## src/modem_regs_pkg.sv

```systemverilog
`default_nettype none
package modem_regs_pkg;
    // register indices; byte address is four times the index
    localparam logic [7:0] IDX_MODEM_CONTROL_SECOND = 8'h12;
    localparam logic [7:0] IDX_SIGNAL_STRENGTH_CCA = 8'h13;
    localparam logic [7:0] IDX_SYNC_PATTERN = 8'h14;
    localparam logic [7:0] IDX_CCA_CONFIG = 8'h20;
    localparam logic [7:0] IDX_RX_STATUS = 8'h21;
    localparam logic [7:0] ADDR_MODEM_CONTROL_SECOND = {IDX_MODEM_CONTROL_SECOND[5:0], 2'b00};
    localparam logic [7:0] ADDR_SIGNAL_STRENGTH_CCA = {IDX_SIGNAL_STRENGTH_CCA[5:0], 2'b00};
    localparam logic [7:0] ADDR_SYNC_PATTERN = {IDX_SYNC_PATTERN[5:0], 2'b00};
    localparam logic [7:0] ADDR_CCA_CONFIG = {IDX_CCA_CONFIG[5:0], 2'b00};
    localparam logic [7:0] ADDR_RX_STATUS = {IDX_RX_STATUS[5:0], 2'b00};

    // field positions
    localparam int CTRL_WIDTH = 11;
    localparam int CLEAR_CHANNEL_THRESHOLD_LSB = 8;
    localparam int CLEAR_CHANNEL_HYSTERESIS_LSB = 0;
    localparam int CLEAR_CHANNEL_MODE_LSB = 4;

    // values after reset, and the advised correlator threshold
    localparam logic [4:0] CORRELATOR_THRESHOLD_RESET = 5'h00;
    localparam logic [4:0] CORRELATOR_THRESHOLD_ADVISED = 5'h14;
    localparam logic [7:0] CLEAR_CHANNEL_THRESHOLD_RESET = 8'he0;
    localparam logic [7:0] SIGNAL_STRENGTH_CCA_INVALID = 8'h80;
    localparam logic [15:0] SYNC_RESET = 16'ha70f;
    localparam logic [2:0] CLEAR_CHANNEL_HYSTERESIS_RESET = 3'h2;
    localparam logic [1:0] CLEAR_CHANNEL_MODE_RESET = 2'h3;

    // counts and special nibble values
    localparam logic [2:0] AVG_LAST_SYMBOL = 3'h7;
    localparam logic [2:0] SYNC_HISTORY = 3'h5;
    localparam logic [3:0] NIBBLE_DONT_CARE = 4'hf;
    localparam logic [3:0] NIBBLE_ZERO = 4'h0;

    typedef enum logic [1:0] {
        TX_BUFFERED = 2'h0,
        TX_SERIAL = 2'h1,
        TX_FIFO_LOOP = 2'h2,
        TX_PRBS = 2'h3
    } tx_mode_e;

    typedef enum logic [1:0] {
        RX_BUFFERED = 2'h0,
        RX_SERIAL = 2'h1,
        RX_FIFO_LOOP = 2'h2,
        RX_RESERVED = 2'h3
    } rx_mode_e;

    typedef enum logic [1:0] {
        CCA_RESERVED = 2'h0,
        CCA_LEVEL = 2'h1,
        CCA_NO_PACKET = 2'h2,
        CCA_BOTH = 2'h3
    } clear_channel_mode_e;

    // layout of modem_control_second bits 10:0
    typedef struct packed {
        logic [4:0] correlator_threshold;
        logic freq_offset_filter_mode;
        logic phase_reversed;
        tx_mode_e tx_mode;
        rx_mode_e rx_mode;
    } modem_ctrl_s;
endpackage
`default_nettype wire

```

## src/sync_nibble_engine.sv

```systemverilog
`default_nettype none
module sync_nibble_engine
    import modem_regs_pkg::*;
(
    // clock and reset
    input wire logic MCLK,
    input wire logic RST,
    // configuration
    input wire logic [15:0] SYNC_WORD,
    input wire logic SEARCH_EN,
    // modulator side
    input wire logic SYMBOL_TICK,
    input wire logic TX_START,
    output logic [3:0] TX_SYMBOL,
    output logic TX_STROBE,
    output logic TX_DONE,
    // demodulator side
    input wire logic [3:0] RX_SYMBOL,
    input wire logic RX_SYMBOL_VALID,
    output logic FRAME_SYNC
);
    typedef enum {TXS_IDLE, TXS_SEND} tx_state_e;

    tx_state_e state_r;
    logic [1:0] idx_r;
    logic [3:0] nib;
    logic [3:0] hist_r [0:4];
    logic [2:0] fill_r;
    logic shifted_r;
    logic [3:0] ok;
    logic match;

    assign nib = SYNC_WORD[{idx_r, 2'b00} +: 4];

    // least significant nibble goes out first
    always_ff @(posedge MCLK or posedge RST)
    begin
        if (RST)
        begin
            state_r <= TXS_IDLE;
            idx_r <= 2'h0;
            TX_SYMBOL <= 4'h0;
            TX_STROBE <= 1'b0;
            TX_DONE <= 1'b0;
        end
        else
        begin
            TX_STROBE <= 1'b0;
            TX_DONE <= 1'b0;
            case (state_r)
                TXS_IDLE:
                begin
                    idx_r <= 2'h0;
                    if (TX_START)
                        state_r <= TXS_SEND;
                end
                TXS_SEND:
                begin
                    if (SYMBOL_TICK)
                    begin
                        TX_SYMBOL <= (nib == NIBBLE_DONT_CARE) ? NIBBLE_ZERO : nib;
                        TX_STROBE <= 1'b1;
                        idx_r <= idx_r + 2'h1;
                        if (idx_r == 2'h3)
                        begin
                            state_r <= TXS_IDLE;
                            TX_DONE <= 1'b1;
                        end
                    end
                end
                default: state_r <= TXS_IDLE;
            endcase
        end
    end

    // hist_r[0] is the newest symbol; hist_r[4] must be the implicit zero
    genvar g;
    generate
        for (g = 0; g < 4; g++)
        begin : g_nib
            assign ok[g] = (SYNC_WORD[4*g +: 4] == NIBBLE_DONT_CARE) ||
                (hist_r[3-g] == SYNC_WORD[4*g +: 4]);
        end
    endgenerate

    assign match = (&ok) && (hist_r[4] == NIBBLE_ZERO) && (fill_r == SYNC_HISTORY);

    always_ff @(posedge MCLK or posedge RST)
    begin
        if (RST)
        begin
            for (int i = 0; i < 5; i++)
                hist_r[i] <= 4'h0;
            fill_r <= 3'h0;
            shifted_r <= 1'b0;
            FRAME_SYNC <= 1'b0;
        end
        else
        begin
            shifted_r <= RX_SYMBOL_VALID;
            FRAME_SYNC <= shifted_r && SEARCH_EN && match;
            if (RX_SYMBOL_VALID)
            begin
                hist_r[0] <= RX_SYMBOL;
                for (int i = 1; i < 5; i++)
                    hist_r[i] <= hist_r[i-1];
            end
            // restart after a hit so one delimiter is not reported twice
            if (shifted_r && SEARCH_EN && match)
                fill_r <= 3'h0;
            else if (RX_SYMBOL_VALID && fill_r != SYNC_HISTORY)
                fill_r <= fill_r + 3'h1;
        end
    end
endmodule // sync_nibble_engine
`default_nettype wire

```

## src/modem_ctrl_signal_strength_cca_sync_regs.sv

```systemverilog
// Decided for this implementation: the APB register port.
`default_nettype none
// Summary of operation
// - 5-bit correlator threshold gates delimiter search; resets 0, advise 20.
// - averaging bit 0 freezes offset filter at preamble match; 1 keeps updating.
// - polarity bit 1 reverses modulation phase for transmit and receive.
// - transmit mode 0 sends buffered data from the transmit queue.
// - transmit mode 1 sends serial-port data endlessly, lab use.
// - transmit mode 2 loops the transmit queue, ignores underflow, endless.
// - transmit mode 3 sends CRC pseudo-random data endlessly.
// - receive mode 0 stores received data in the receive queue.
// - receive mode 1 puts received data on pins, receives endlessly.
// - receive mode 2 loops the receive queue ignoring overflow; 3 reserved.
// - 8-bit signed clear-channel threshold in dB, resets to -32.
// - clear-channel output high while signal below threshold, on a pin.
// - read-only signed signal-strength estimate in status low byte.
// - estimate averages 8 symbols; valid flag after 8 enabled symbols.
// - estimate reads -128 after reset, meaning invalid.
// - 16-bit sync word resets to 0xa70f, least significant nibble first.
// - transmitted sync nibbles 0xf become 0x0.
// - received sync nibbles 0xf are don't-care.
// - receive needs an implicit zero symbol before the sync word.
// - level mode: set below threshold minus hysteresis, clear at threshold.
module modem_ctrl_signal_strength_cca_sync_regs
    import modem_regs_pkg::*;
(
    // clock and reset
    input wire logic MCLK,
    input wire logic RST,
    // apb slave
    input wire logic PSEL,
    input wire logic PENABLE,
    input wire logic PWRITE,
    input wire logic [7:0] PADDR,
    input wire logic [31:0] PWDATA,
    output logic [31:0] PRDATA,
    output logic PREADY,
    output logic PSLVERR,
    // receiver status from the demodulator
    input wire logic RX_ENABLE,
    input wire logic SYMBOL_TICK,
    input wire logic [7:0] SIGNAL_STRENGTH_CCA_SAMPLE,
    input wire logic [4:0] CORR_MAG,
    input wire logic PREAMBLE_MATCH,
    input wire logic RX_PACKET_ACTIVE,
    input wire logic [3:0] RX_SYMBOL,
    input wire logic RX_SYMBOL_VALID,
    // demodulator and modulator control
    output logic SFD_SEARCH_EN,
    output logic FREQ_FILTER_HOLD,
    output logic PHASE_REVERSED,
    output logic FRAME_SYNC,
    input wire logic TX_SYNC_START,
    output logic [3:0] TX_SYNC_SYMBOL,
    output logic TX_SYNC_STROBE,
    output logic TX_SYNC_DONE,
    // transmit data source
    output logic TX_SRC_QUEUE,
    output logic TX_SRC_SERIAL,
    output logic TX_QUEUE_LOOP,
    output logic TX_SRC_PRBS,
    output logic TX_ENDLESS,
    // receive data sink
    output logic RX_TO_QUEUE,
    output logic RX_TO_PINS,
    output logic RX_QUEUE_LOOP,
    output logic RX_ENDLESS,
    // clear channel pin
    output logic CCA_PIN
);
    modem_ctrl_s ctrl_r;
    logic [7:0] clear_channel_threshold_r;
    logic [15:0] sync_r;
    logic [2:0] hyst_r;
    clear_channel_mode_e clear_channel_mode_r;
    logic [7:0] est_r;
    logic valid_r;
    logic signed [10:0] acc_r;
    logic signed [10:0] sum_nxt;
    logic [2:0] cnt_r;
    logic cca_level_r;
    logic cca_level_nxt;
    logic cca_nxt;
    logic signed [8:0] low_lim;
    logic below_low;
    logic at_or_above;
    logic apb_access;
    logic apb_write;
    logic [31:0] rdata_nxt;
    logic mapped;

    // one wait state: data is registered at the first access cycle
    assign apb_access = PSEL && PENABLE && !PREADY;
    assign apb_write = PSEL && PENABLE && PREADY && PWRITE;

    always_comb
    begin
        rdata_nxt = 32'h0;
        mapped = 1'b1;
        case (PADDR)
            ADDR_MODEM_CONTROL_SECOND: rdata_nxt = {21'h0, ctrl_r};
            ADDR_SIGNAL_STRENGTH_CCA: rdata_nxt = {16'h0, clear_channel_threshold_r, est_r};
            ADDR_SYNC_PATTERN: rdata_nxt = {16'h0, sync_r};
            ADDR_CCA_CONFIG: rdata_nxt = {26'h0, clear_channel_mode_r, 1'b0, hyst_r};
            ADDR_RX_STATUS: rdata_nxt = {29'h0, FREQ_FILTER_HOLD, CCA_PIN, valid_r};
            default: mapped = 1'b0;
        endcase
    end

    always_ff @(posedge MCLK or posedge RST)
    begin
        if (RST)
        begin
            PREADY <= 1'b0;
            PRDATA <= 32'h0;
            PSLVERR <= 1'b0;
        end
        else
        begin
            PREADY <= apb_access;
            if (apb_access)
            begin
                PRDATA <= PWRITE ? 32'h0 : rdata_nxt;
                PSLVERR <= !mapped;
            end
            else
            begin
                PSLVERR <= 1'b0;
            end
        end
    end

    always_ff @(posedge MCLK or posedge RST)
    begin
        if (RST)
        begin
            ctrl_r <= modem_ctrl_s'({CORRELATOR_THRESHOLD_RESET, 6'h00});
            clear_channel_threshold_r <= CLEAR_CHANNEL_THRESHOLD_RESET;
            sync_r <= SYNC_RESET;
            hyst_r <= CLEAR_CHANNEL_HYSTERESIS_RESET;
            clear_channel_mode_r <= clear_channel_mode_e'(CLEAR_CHANNEL_MODE_RESET);
        end
        else if (apb_write)
        begin
            case (PADDR)
                // upper bits are not stored, so a careless write cannot leak into them
                ADDR_MODEM_CONTROL_SECOND: ctrl_r <= modem_ctrl_s'(PWDATA[CTRL_WIDTH-1:0]);
                ADDR_SIGNAL_STRENGTH_CCA: clear_channel_threshold_r <= PWDATA[CLEAR_CHANNEL_THRESHOLD_LSB +: 8];
                ADDR_SYNC_PATTERN: sync_r <= PWDATA[15:0];
                ADDR_CCA_CONFIG:
                begin
                    hyst_r <= PWDATA[CLEAR_CHANNEL_HYSTERESIS_LSB +: 3];
                    clear_channel_mode_r <= clear_channel_mode_e'(PWDATA[CLEAR_CHANNEL_MODE_LSB +: 2]);
                end
                default: ;
            endcase
        end
    end

    // mode decode; reserved receive mode 3 falls back to buffered reception
    always_ff @(posedge MCLK or posedge RST)
    begin
        if (RST)
        begin
            TX_SRC_QUEUE <= 1'b1;
            TX_SRC_SERIAL <= 1'b0;
            TX_QUEUE_LOOP <= 1'b0;
            TX_SRC_PRBS <= 1'b0;
            TX_ENDLESS <= 1'b0;
            RX_TO_QUEUE <= 1'b1;
            RX_TO_PINS <= 1'b0;
            RX_QUEUE_LOOP <= 1'b0;
            RX_ENDLESS <= 1'b0;
            PHASE_REVERSED <= 1'b0;
        end
        else
        begin
            TX_SRC_QUEUE <= ctrl_r.tx_mode == TX_BUFFERED || ctrl_r.tx_mode == TX_FIFO_LOOP;
            TX_SRC_SERIAL <= ctrl_r.tx_mode == TX_SERIAL;
            TX_QUEUE_LOOP <= ctrl_r.tx_mode == TX_FIFO_LOOP;
            TX_SRC_PRBS <= ctrl_r.tx_mode == TX_PRBS;
            TX_ENDLESS <= ctrl_r.tx_mode != TX_BUFFERED;
            RX_TO_QUEUE <= ctrl_r.rx_mode != RX_SERIAL;
            RX_TO_PINS <= ctrl_r.rx_mode == RX_SERIAL;
            RX_QUEUE_LOOP <= ctrl_r.rx_mode == RX_FIFO_LOOP;
            RX_ENDLESS <= ctrl_r.rx_mode == RX_SERIAL || ctrl_r.rx_mode == RX_FIFO_LOOP;
            PHASE_REVERSED <= ctrl_r.phase_reversed;
        end
    end

    always_ff @(posedge MCLK or posedge RST)
    begin
        if (RST)
        begin
            SFD_SEARCH_EN <= 1'b0;
            FREQ_FILTER_HOLD <= 1'b0;
        end
        else
        begin
            SFD_SEARCH_EN <= RX_ENABLE && (CORR_MAG >= ctrl_r.correlator_threshold);
            if (!RX_ENABLE || ctrl_r.freq_offset_filter_mode)
                FREQ_FILTER_HOLD <= 1'b0;
            else if (PREAMBLE_MATCH)
                FREQ_FILTER_HOLD <= 1'b1;
        end
    end

    // eight samples of -128..127 fit an 11-bit signed sum
    assign sum_nxt = acc_r + 11'(signed'(SIGNAL_STRENGTH_CCA_SAMPLE));

    always_ff @(posedge MCLK or posedge RST)
    begin
        if (RST)
        begin
            acc_r <= 11'sh0;
            cnt_r <= 3'h0;
            est_r <= SIGNAL_STRENGTH_CCA_INVALID;
            valid_r <= 1'b0;
        end
        else if (!RX_ENABLE)
        begin
            acc_r <= 11'sh0;
            cnt_r <= 3'h0;
            est_r <= SIGNAL_STRENGTH_CCA_INVALID;
            valid_r <= 1'b0;
        end
        else if (SYMBOL_TICK)
        begin
            cnt_r <= cnt_r + 3'h1;
            if (cnt_r == AVG_LAST_SYMBOL)
            begin
                est_r <= sum_nxt[10:3];
                valid_r <= 1'b1;
                acc_r <= 11'sh0;
            end
            else
            begin
                acc_r <= sum_nxt;
            end
        end
    end

    assign low_lim = $signed({clear_channel_threshold_r[7], clear_channel_threshold_r}) - $signed({6'h0, hyst_r});
    assign below_low = $signed({est_r[7], est_r}) < low_lim;
    assign at_or_above = $signed(est_r) >= $signed(clear_channel_threshold_r);

    always_comb
    begin
        cca_level_nxt = cca_level_r;
        if (below_low)
            cca_level_nxt = 1'b1;
        else if (at_or_above)
            cca_level_nxt = 1'b0;
        case (clear_channel_mode_r)
            CCA_NO_PACKET: cca_nxt = !RX_PACKET_ACTIVE;
            CCA_BOTH: cca_nxt = cca_level_nxt && !RX_PACKET_ACTIVE;
            default: cca_nxt = cca_level_nxt;
        endcase
    end

    always_ff @(posedge MCLK or posedge RST)
    begin
        if (RST)
        begin
            cca_level_r <= 1'b0;
            CCA_PIN <= 1'b0;
        end
        else
        begin
            cca_level_r <= cca_level_nxt;
            CCA_PIN <= cca_nxt;
        end
    end

    sync_nibble_engine u_sync (
        .MCLK(MCLK),
        .RST(RST),
        .SYNC_WORD(sync_r),
        .SEARCH_EN(SFD_SEARCH_EN),
        .SYMBOL_TICK(SYMBOL_TICK),
        .TX_START(TX_SYNC_START),
        .TX_SYMBOL(TX_SYNC_SYMBOL),
        .TX_STROBE(TX_SYNC_STROBE),
        .TX_DONE(TX_SYNC_DONE),
        .RX_SYMBOL(RX_SYMBOL),
        .RX_SYMBOL_VALID(RX_SYMBOL_VALID),
        .FRAME_SYNC(FRAME_SYNC)
    );
endmodule // modem_ctrl_signal_strength_cca_sync_regs
`default_nettype wire

```

## config.mk

```make
export PLATFORM = sky130hd
export DESIGN_NAME = modem_ctrl_signal_strength_cca_sync_regs
export DESIGN_NICKNAME = d
export VERILOG_FILES = /design/src/modem_regs_pkg.sv /design/src/sync_nibble_engine.sv /design/src/modem_ctrl_signal_strength_cca_sync_regs.sv
export SDC_FILE = /design/constraint.sdc
export NUM_CORES = 1
export LEC_CHECK = 0
export BUFFER_PORTS_ARGS = -buffer_cell sky130_fd_sc_hd__buf_2
export CAP_MARGIN = 20
export CORE_MARGIN = 2
export CORE_UTILIZATION = 60
export CTS_BUF_LIST = sky130_fd_sc_hd__clkbuf_8
export DETAILED_ROUTE_END_ITERATION = 8
export HOLD_SLACK_MARGIN = 0.03
export PLACE_DENSITY = 0.93
export SYNTH_ARGS = -nofsm -noshare
export SYNTH_HDL_FRONTEND = slang
export SYNTH_SLANG_ARGS = --single-unit
```

## constraint.sdc

```tcl
create_clock -name MCLK -period 6.6 [get_ports MCLK]
set_input_delay 1.32 -clock MCLK [delete_from_list [all_inputs] [get_ports MCLK]]
set_output_delay 1.32 -clock MCLK [all_outputs]
set_load 0.02 [all_outputs]
```

==> impl_results.rst <==
.. list-table::
   :header-rows: 1

   * - Metric
     - Value
   * - Outcome
     - finished clean
   * - CTS clk-pin slew, worst paths
     - 0.07 ns
   * - Area growth from synthesis to final layout
     - 13.7%
   * - Clock Sinks
     - 129
   * - Final Hold Vio Count
     - 0
   * - Fraction of final layout cells with drive strength greater than 1
     - 0.292
   * - Launch instance of the worst min-delay path
     - ctrl_r[4]$_DFFE_PP0P_
   * - Slowest cell on the critical path
     - sky130_fd_sc_hd__dfstp_2
   * - DRC violations left
     - 0
   * - Antenna Nets Post-Route
     - 0
   * - Async set-or-reset flop fraction in the synthesized netlist
     - 1.00
   * - Number of antenna violations at the first check in global routing
     - 0
   * - Arrival @ worst endpoint
     - 3.40 ns
   * - Setup repair after global routing missed its margin
     - false
   * - Total leakage power
     - 3.77 nW
   * - Capture point of the worst reg-to-reg path
     - CCA_PIN$_DFF_PP0_
   * - Register-to-Register Path Depth
     - 11
   * - Core region area
     - 10900 um^2
   * - Synth area leaders
     - sky130_fd_sc_hd__dfrtp_1, sky130_fd_sc_hd__mux2_2, sky130_fd_sc_hd__ha_1, sky130_fd_sc_hd__dfstp_2, sky130_fd_sc_hd__o21ai_0
   * - Number of buffers inserted during clock tree synthesis
     - 17
   * - Count of pins over their slew limit
     - 0
   * - Worst clock skew
     - 0.00955 ns
   * - Yosys warnings
     - 0
   * - Post-layout minimum cycle time
     - 3.04 ns
   * - HPWL after DPL
     - 11500 um
   * - Top-level I/O count
     - 122
   * - Dpl cell area
     - 7290 um^2
   * - Total vias in the final route
     - 5097
   * - Worst path required time
     - 6.96 ns
   * - Number of synthesized flops with an enable pin
     - 0
   * - Clock tree from TritonCTS
     - built
   * - Fmax
     - 329 MHz
   * - Number of buffers inserted by port buffering
     - 89
   * - GP Congestion
     - 0.916
   * - Synth top area share
     - 0.408
   * - Critical register-to-register path startpoint
     - hyst_r[1]$_DFFE_PP1P_
   * - Cells after synthesis
     - 607
   * - Router iterations before antenna repair
     - 5
   * - Critical Setup Path Class
     - reg2reg
   * - Register-to-Register Setup Slack
     - 3.56 ns
   * - Category of the worst setup path capture point
     - flip-flop
   * - Total Power Consumption
     - 0.00199 W
   * - Part of the cycle the worst path needs
     - 0.460
   * - First-pass GRT wire length
     - 25900 um
   * - Worst slew margin
     - 0.459
   * - Vias in the first global route
     - 5128
   * - Clk buf depth
     - 2
   * - Power density cells
     - 257 nW/um^2
   * - Peak supply drop
     - 0.130 mV
   * - Grt ovf
     - 0
   * - Post-CTS Setup Repair Bufs
     - 0
   * - Critical path's top delay family
     - compound AO/OA/AOI/OAI gates
   * - Number of setup violations in the final report
     - 0
   * - Diodes inserted
     - 0
   * - Maxcap violations
     - 0
   * - Clock latency of the later-clocked register in the worst-skew pair
     - 0.45 ns
   * - Final layout net count
     - 808
   * - Most used flip-flop cell after synthesis
     - sky130_fd_sc_hd__dfrtp_1
   * - Post-CTS Resized
     - 0
   * - Worst min-delay path class
     - reg2reg
   * - Drt wl/cell
     - 18.5 um
   * - Synthesized cell area
     - 6810 um^2
   * - Endpoint with the worst hold slack
     - PHASE_REVERSED$_DFF_PP0_
   * - Cell Rows
     - 38
   * - Height of the chip
     - 111 um
   * - Number of H-tree branching levels
     - 4
   * - Via-to-Cell Ratio
     - 6.00
   * - Yosys reg bits
     - 129
   * - Floorplan die area
     - 12200 um^2
   * - Horizontal extent of the die
     - 111 um
   * - Syn_area_per_cell
     - 11.2 um^2
   * - Sum Neg Setup Slack
     - 0 ns
   * - Setup crit start kind
     - flip-flop
   * - Min-Delay Path Depth
     - 0
   * - Fill cell instance count of the final layout
     - 745
   * - Number of distinct standard cells referenced by the synthesized netlist
     - 60
   * - Final std cell area, no fill
     - 7740 um^2
   * - CP Buf/Inv Count
     - 1
   * - Initial core utilization
     - 0.622
   * - CTS Hold Bufs
     - 0
   * - Highest cell delay on the worst timing path
     - 0.56 ns
   * - Wirelength, routed
     - 15700 um
   * - GRT Total Usage
     - 0.269
   * - Clock tree root driver cell
     - sky130_fd_sc_hd__clkbuf_8
   * - Cell type with the highest aggregate area in the netlist
     - sky130_fd_sc_hd__dfrtp_1
   * - DR iter-0 viols
     - 321
   * - List of cells traversed by the critical path
     - inv_1 -> ha_1 -> nor2b_1 -> o21ai_0 -> nand3_1 -> xnor2_1 -> ha_1 -> a2111oi_0 -> a21oi_1 -> o21ai_0 -> a2bb2oi_1
   * - Fraction of the yosys area taken by sequential cells
     - 0.478
   * - Largest driver fanout on the critical path
     - 4
   * - Least-Margin Pin Slew
     - 0.811 ns
   * - Largest net degree at the start of global routing
     - 67
==> report_power, final <==
part	switching (W)	internal (W)	leakage (nW)
Clock	0.000323	0.000421	0.218
Combinational	0.000172	0.000145	1.96
Sequential	0.0000688	0.000856	1.60
Total	0.000563	0.00142	3.77
==> area by class of cell <==
class | count | area, um^2 | area share
multi-input cells | 426 | 3290 | 0.425
clock inverters | 14 | 190 | 0.0246
clock buffers | 18 | 248 | 0.0320
well taps | 140 | 175 | 0.0226
repair buffers | 91 | 464 | 0.0600
flip-flops and latches | 129 | 3250 | 0.420
inverters | 32 | 123 | 0.0158
==> cells in the mapped netlist, types with 3 or more instances <==
cell and count:
sky130_fd_sc_hd__dfrtp_1 111, sky130_fd_sc_hd__mux2_2 51, sky130_fd_sc_hd__nand2_1 43, sky130_fd_sc_hd__ha_1 41
sky130_fd_sc_hd__o21ai_0 40, sky130_fd_sc_hd__inv_1 32, sky130_fd_sc_hd__a21oi_1 27, sky130_fd_sc_hd__nor2_1 26
sky130_fd_sc_hd__nor2b_1 22, sky130_fd_sc_hd__xnor2_1 19, sky130_fd_sc_hd__buf_4 18, sky130_fd_sc_hd__dfstp_2 18
sky130_fd_sc_hd__mux2i_1 14, sky130_fd_sc_hd__xor2_1 14, sky130_fd_sc_hd__a21o_1 8, sky130_fd_sc_hd__a22o_1 8
sky130_fd_sc_hd__nand4_1 8, sky130_fd_sc_hd__clkbuf_1 7, sky130_fd_sc_hd__a221oi_1 6, sky130_fd_sc_hd__nand2b_1 6
sky130_fd_sc_hd__a22oi_1 5, sky130_fd_sc_hd__and2_1 5, sky130_fd_sc_hd__buf_1 5, sky130_fd_sc_hd__buf_2 5
sky130_fd_sc_hd__and3_1 4, sky130_fd_sc_hd__mux4_2 4, sky130_fd_sc_hd__nand3_1 4, sky130_fd_sc_hd__nor3b_1 4
sky130_fd_sc_hd__a2111oi_0 3, sky130_fd_sc_hd__a211oi_1 3, sky130_fd_sc_hd__a21boi_0 3, sky130_fd_sc_hd__nand3b_1 3
sky130_fd_sc_hd__nor3_1 3
==> state kept, by name (all words and copies together) (netlist names), 2 cells and up <==
| name | count |
|---|---|
| PRDATA | 16 |
| acc_r | 11 |
| clear_channel_mode_r | 2 |
| clear_channel_threshold_r | 8 |
| cnt_r | 3 |
| ctrl_r | 11 |
| est_r | 8 |
| hyst_r | 3 |
| sync_r | 16 |
| u_sync.TX_SYMBOL | 4 |
| u_sync.fill_r | 3 |
| u_sync.hist_r | 20 |
| u_sync.idx_r | 2 |
==> cells by family after synthesis <==
family / after synthesis / synth area share
other cells: 1 / 0.000551
buf+inv: 67 / 0.0478
fa+ha+maj: 43 / 0.0813
compound gates: 119 / 0.115
xor+xnor: 33 / 0.0425
flops: 129 / 0.478
mux: 69 / 0.118
simple gates: 146 / 0.117
==> routing by layer <==
metal  vias to the layer above  track usage  wire length, um
li1                       2306            -                -
met1                      2495        0.346             6460
met2                       251        0.433             7540
met3                        45       0.0571             1150
met4                         0        0.134              563
met5                         -            0                0
==> metrics by stage <==
step           cells  hold slack [ns]  utilization  setup slack (ns)
3_3_place_gp     817            0.401        0.666              3.15
2_1_floorplan    622            0.370            -              1.87
3_5_place_dp     817            0.410        0.666              3.07
5_1_grt          850            0.433        0.707              3.34
4_1_cts          849            0.426        0.706              3.52
6_report         850            0.425        0.707              3.56
==> worst register-to-register path: cells and delay by family (launching register included) <==
family | cells | cell delay [ns]
AND/OR/NAND/NOR | 2 | 0.31
adder cells (fa/ha/maj) | 2 | 0.55
AO/OA/AOI/OAI | 5 | 1.30
flip-flops | 1 | 0.56
buffers and inverters | 1 | 0.06
XOR/XNOR | 1 | 0.16
==> worst max-delay path by stage <==
| stage | slack [ns] | to | start | cells after the start |
|---|---|---|---|---|
| 2_1_floorplan | 1.87 | CCA_PIN$_DFF_PP0_ | RST | 1 |
| 3_3_place_gp | 3.15 | acc_r[10]$_DFFE_PP0P_ | SIGNAL_STRENGTH_CCA_SAMPLE[0] | 9 |
| 3_5_place_dp | 3.07 | ctrl_r[6]$_DFFE_PP0P_ | PADDR[7] | 5 |
| 4_1_cts | 3.52 | ctrl_r[6]$_DFFE_PP0P_ | PADDR[7] | 5 |
| 5_1_grt | 3.34 | CCA_PIN$_DFF_PP0_ | hyst_r[1]$_DFFE_PP1P_ | 11 |
| 6_report | 3.56 | CCA_PIN$_DFF_PP0_ | hyst_r[1]$_DFFE_PP1P_ | 11 |
==> placed cells by master (no fill, tap or decap), types with 5 or more instances in the layout <==
master	synthesis	final
sky130_fd_sc_hd__ha_1	41	41
sky130_fd_sc_hd__dfrtp_1	111	111
sky130_fd_sc_hd__dfstp_2	18	18
sky130_fd_sc_hd__nand2_1	43	43
sky130_fd_sc_hd__nor2b_1	22	22
sky130_fd_sc_hd__mux2_2	51	51
sky130_fd_sc_hd__and2_1	5	5
sky130_fd_sc_hd__a22oi_1	5	5
sky130_fd_sc_hd__o21ai_0	40	40
sky130_fd_sc_hd__clkbuf_8	0	18
sky130_fd_sc_hd__nand2b_1	6	6
sky130_fd_sc_hd__a22o_1	8	8
sky130_fd_sc_hd__xnor2_1	19	19
sky130_fd_sc_hd__a21o_1	8	8
sky130_fd_sc_hd__conb_1	1	16
sky130_fd_sc_hd__a221oi_1	6	6
sky130_fd_sc_hd__nand4_1	8	8
sky130_fd_sc_hd__xor2_1	14	14
sky130_fd_sc_hd__nor2_1	26	26
sky130_fd_sc_hd__mux2i_1	14	14
sky130_fd_sc_hd__a21oi_1	27	27
sky130_fd_sc_hd__inv_1	32	33
sky130_fd_sc_hd__buf_2	5	89
No activity file was read; power rests on OpenSTA's default activity.
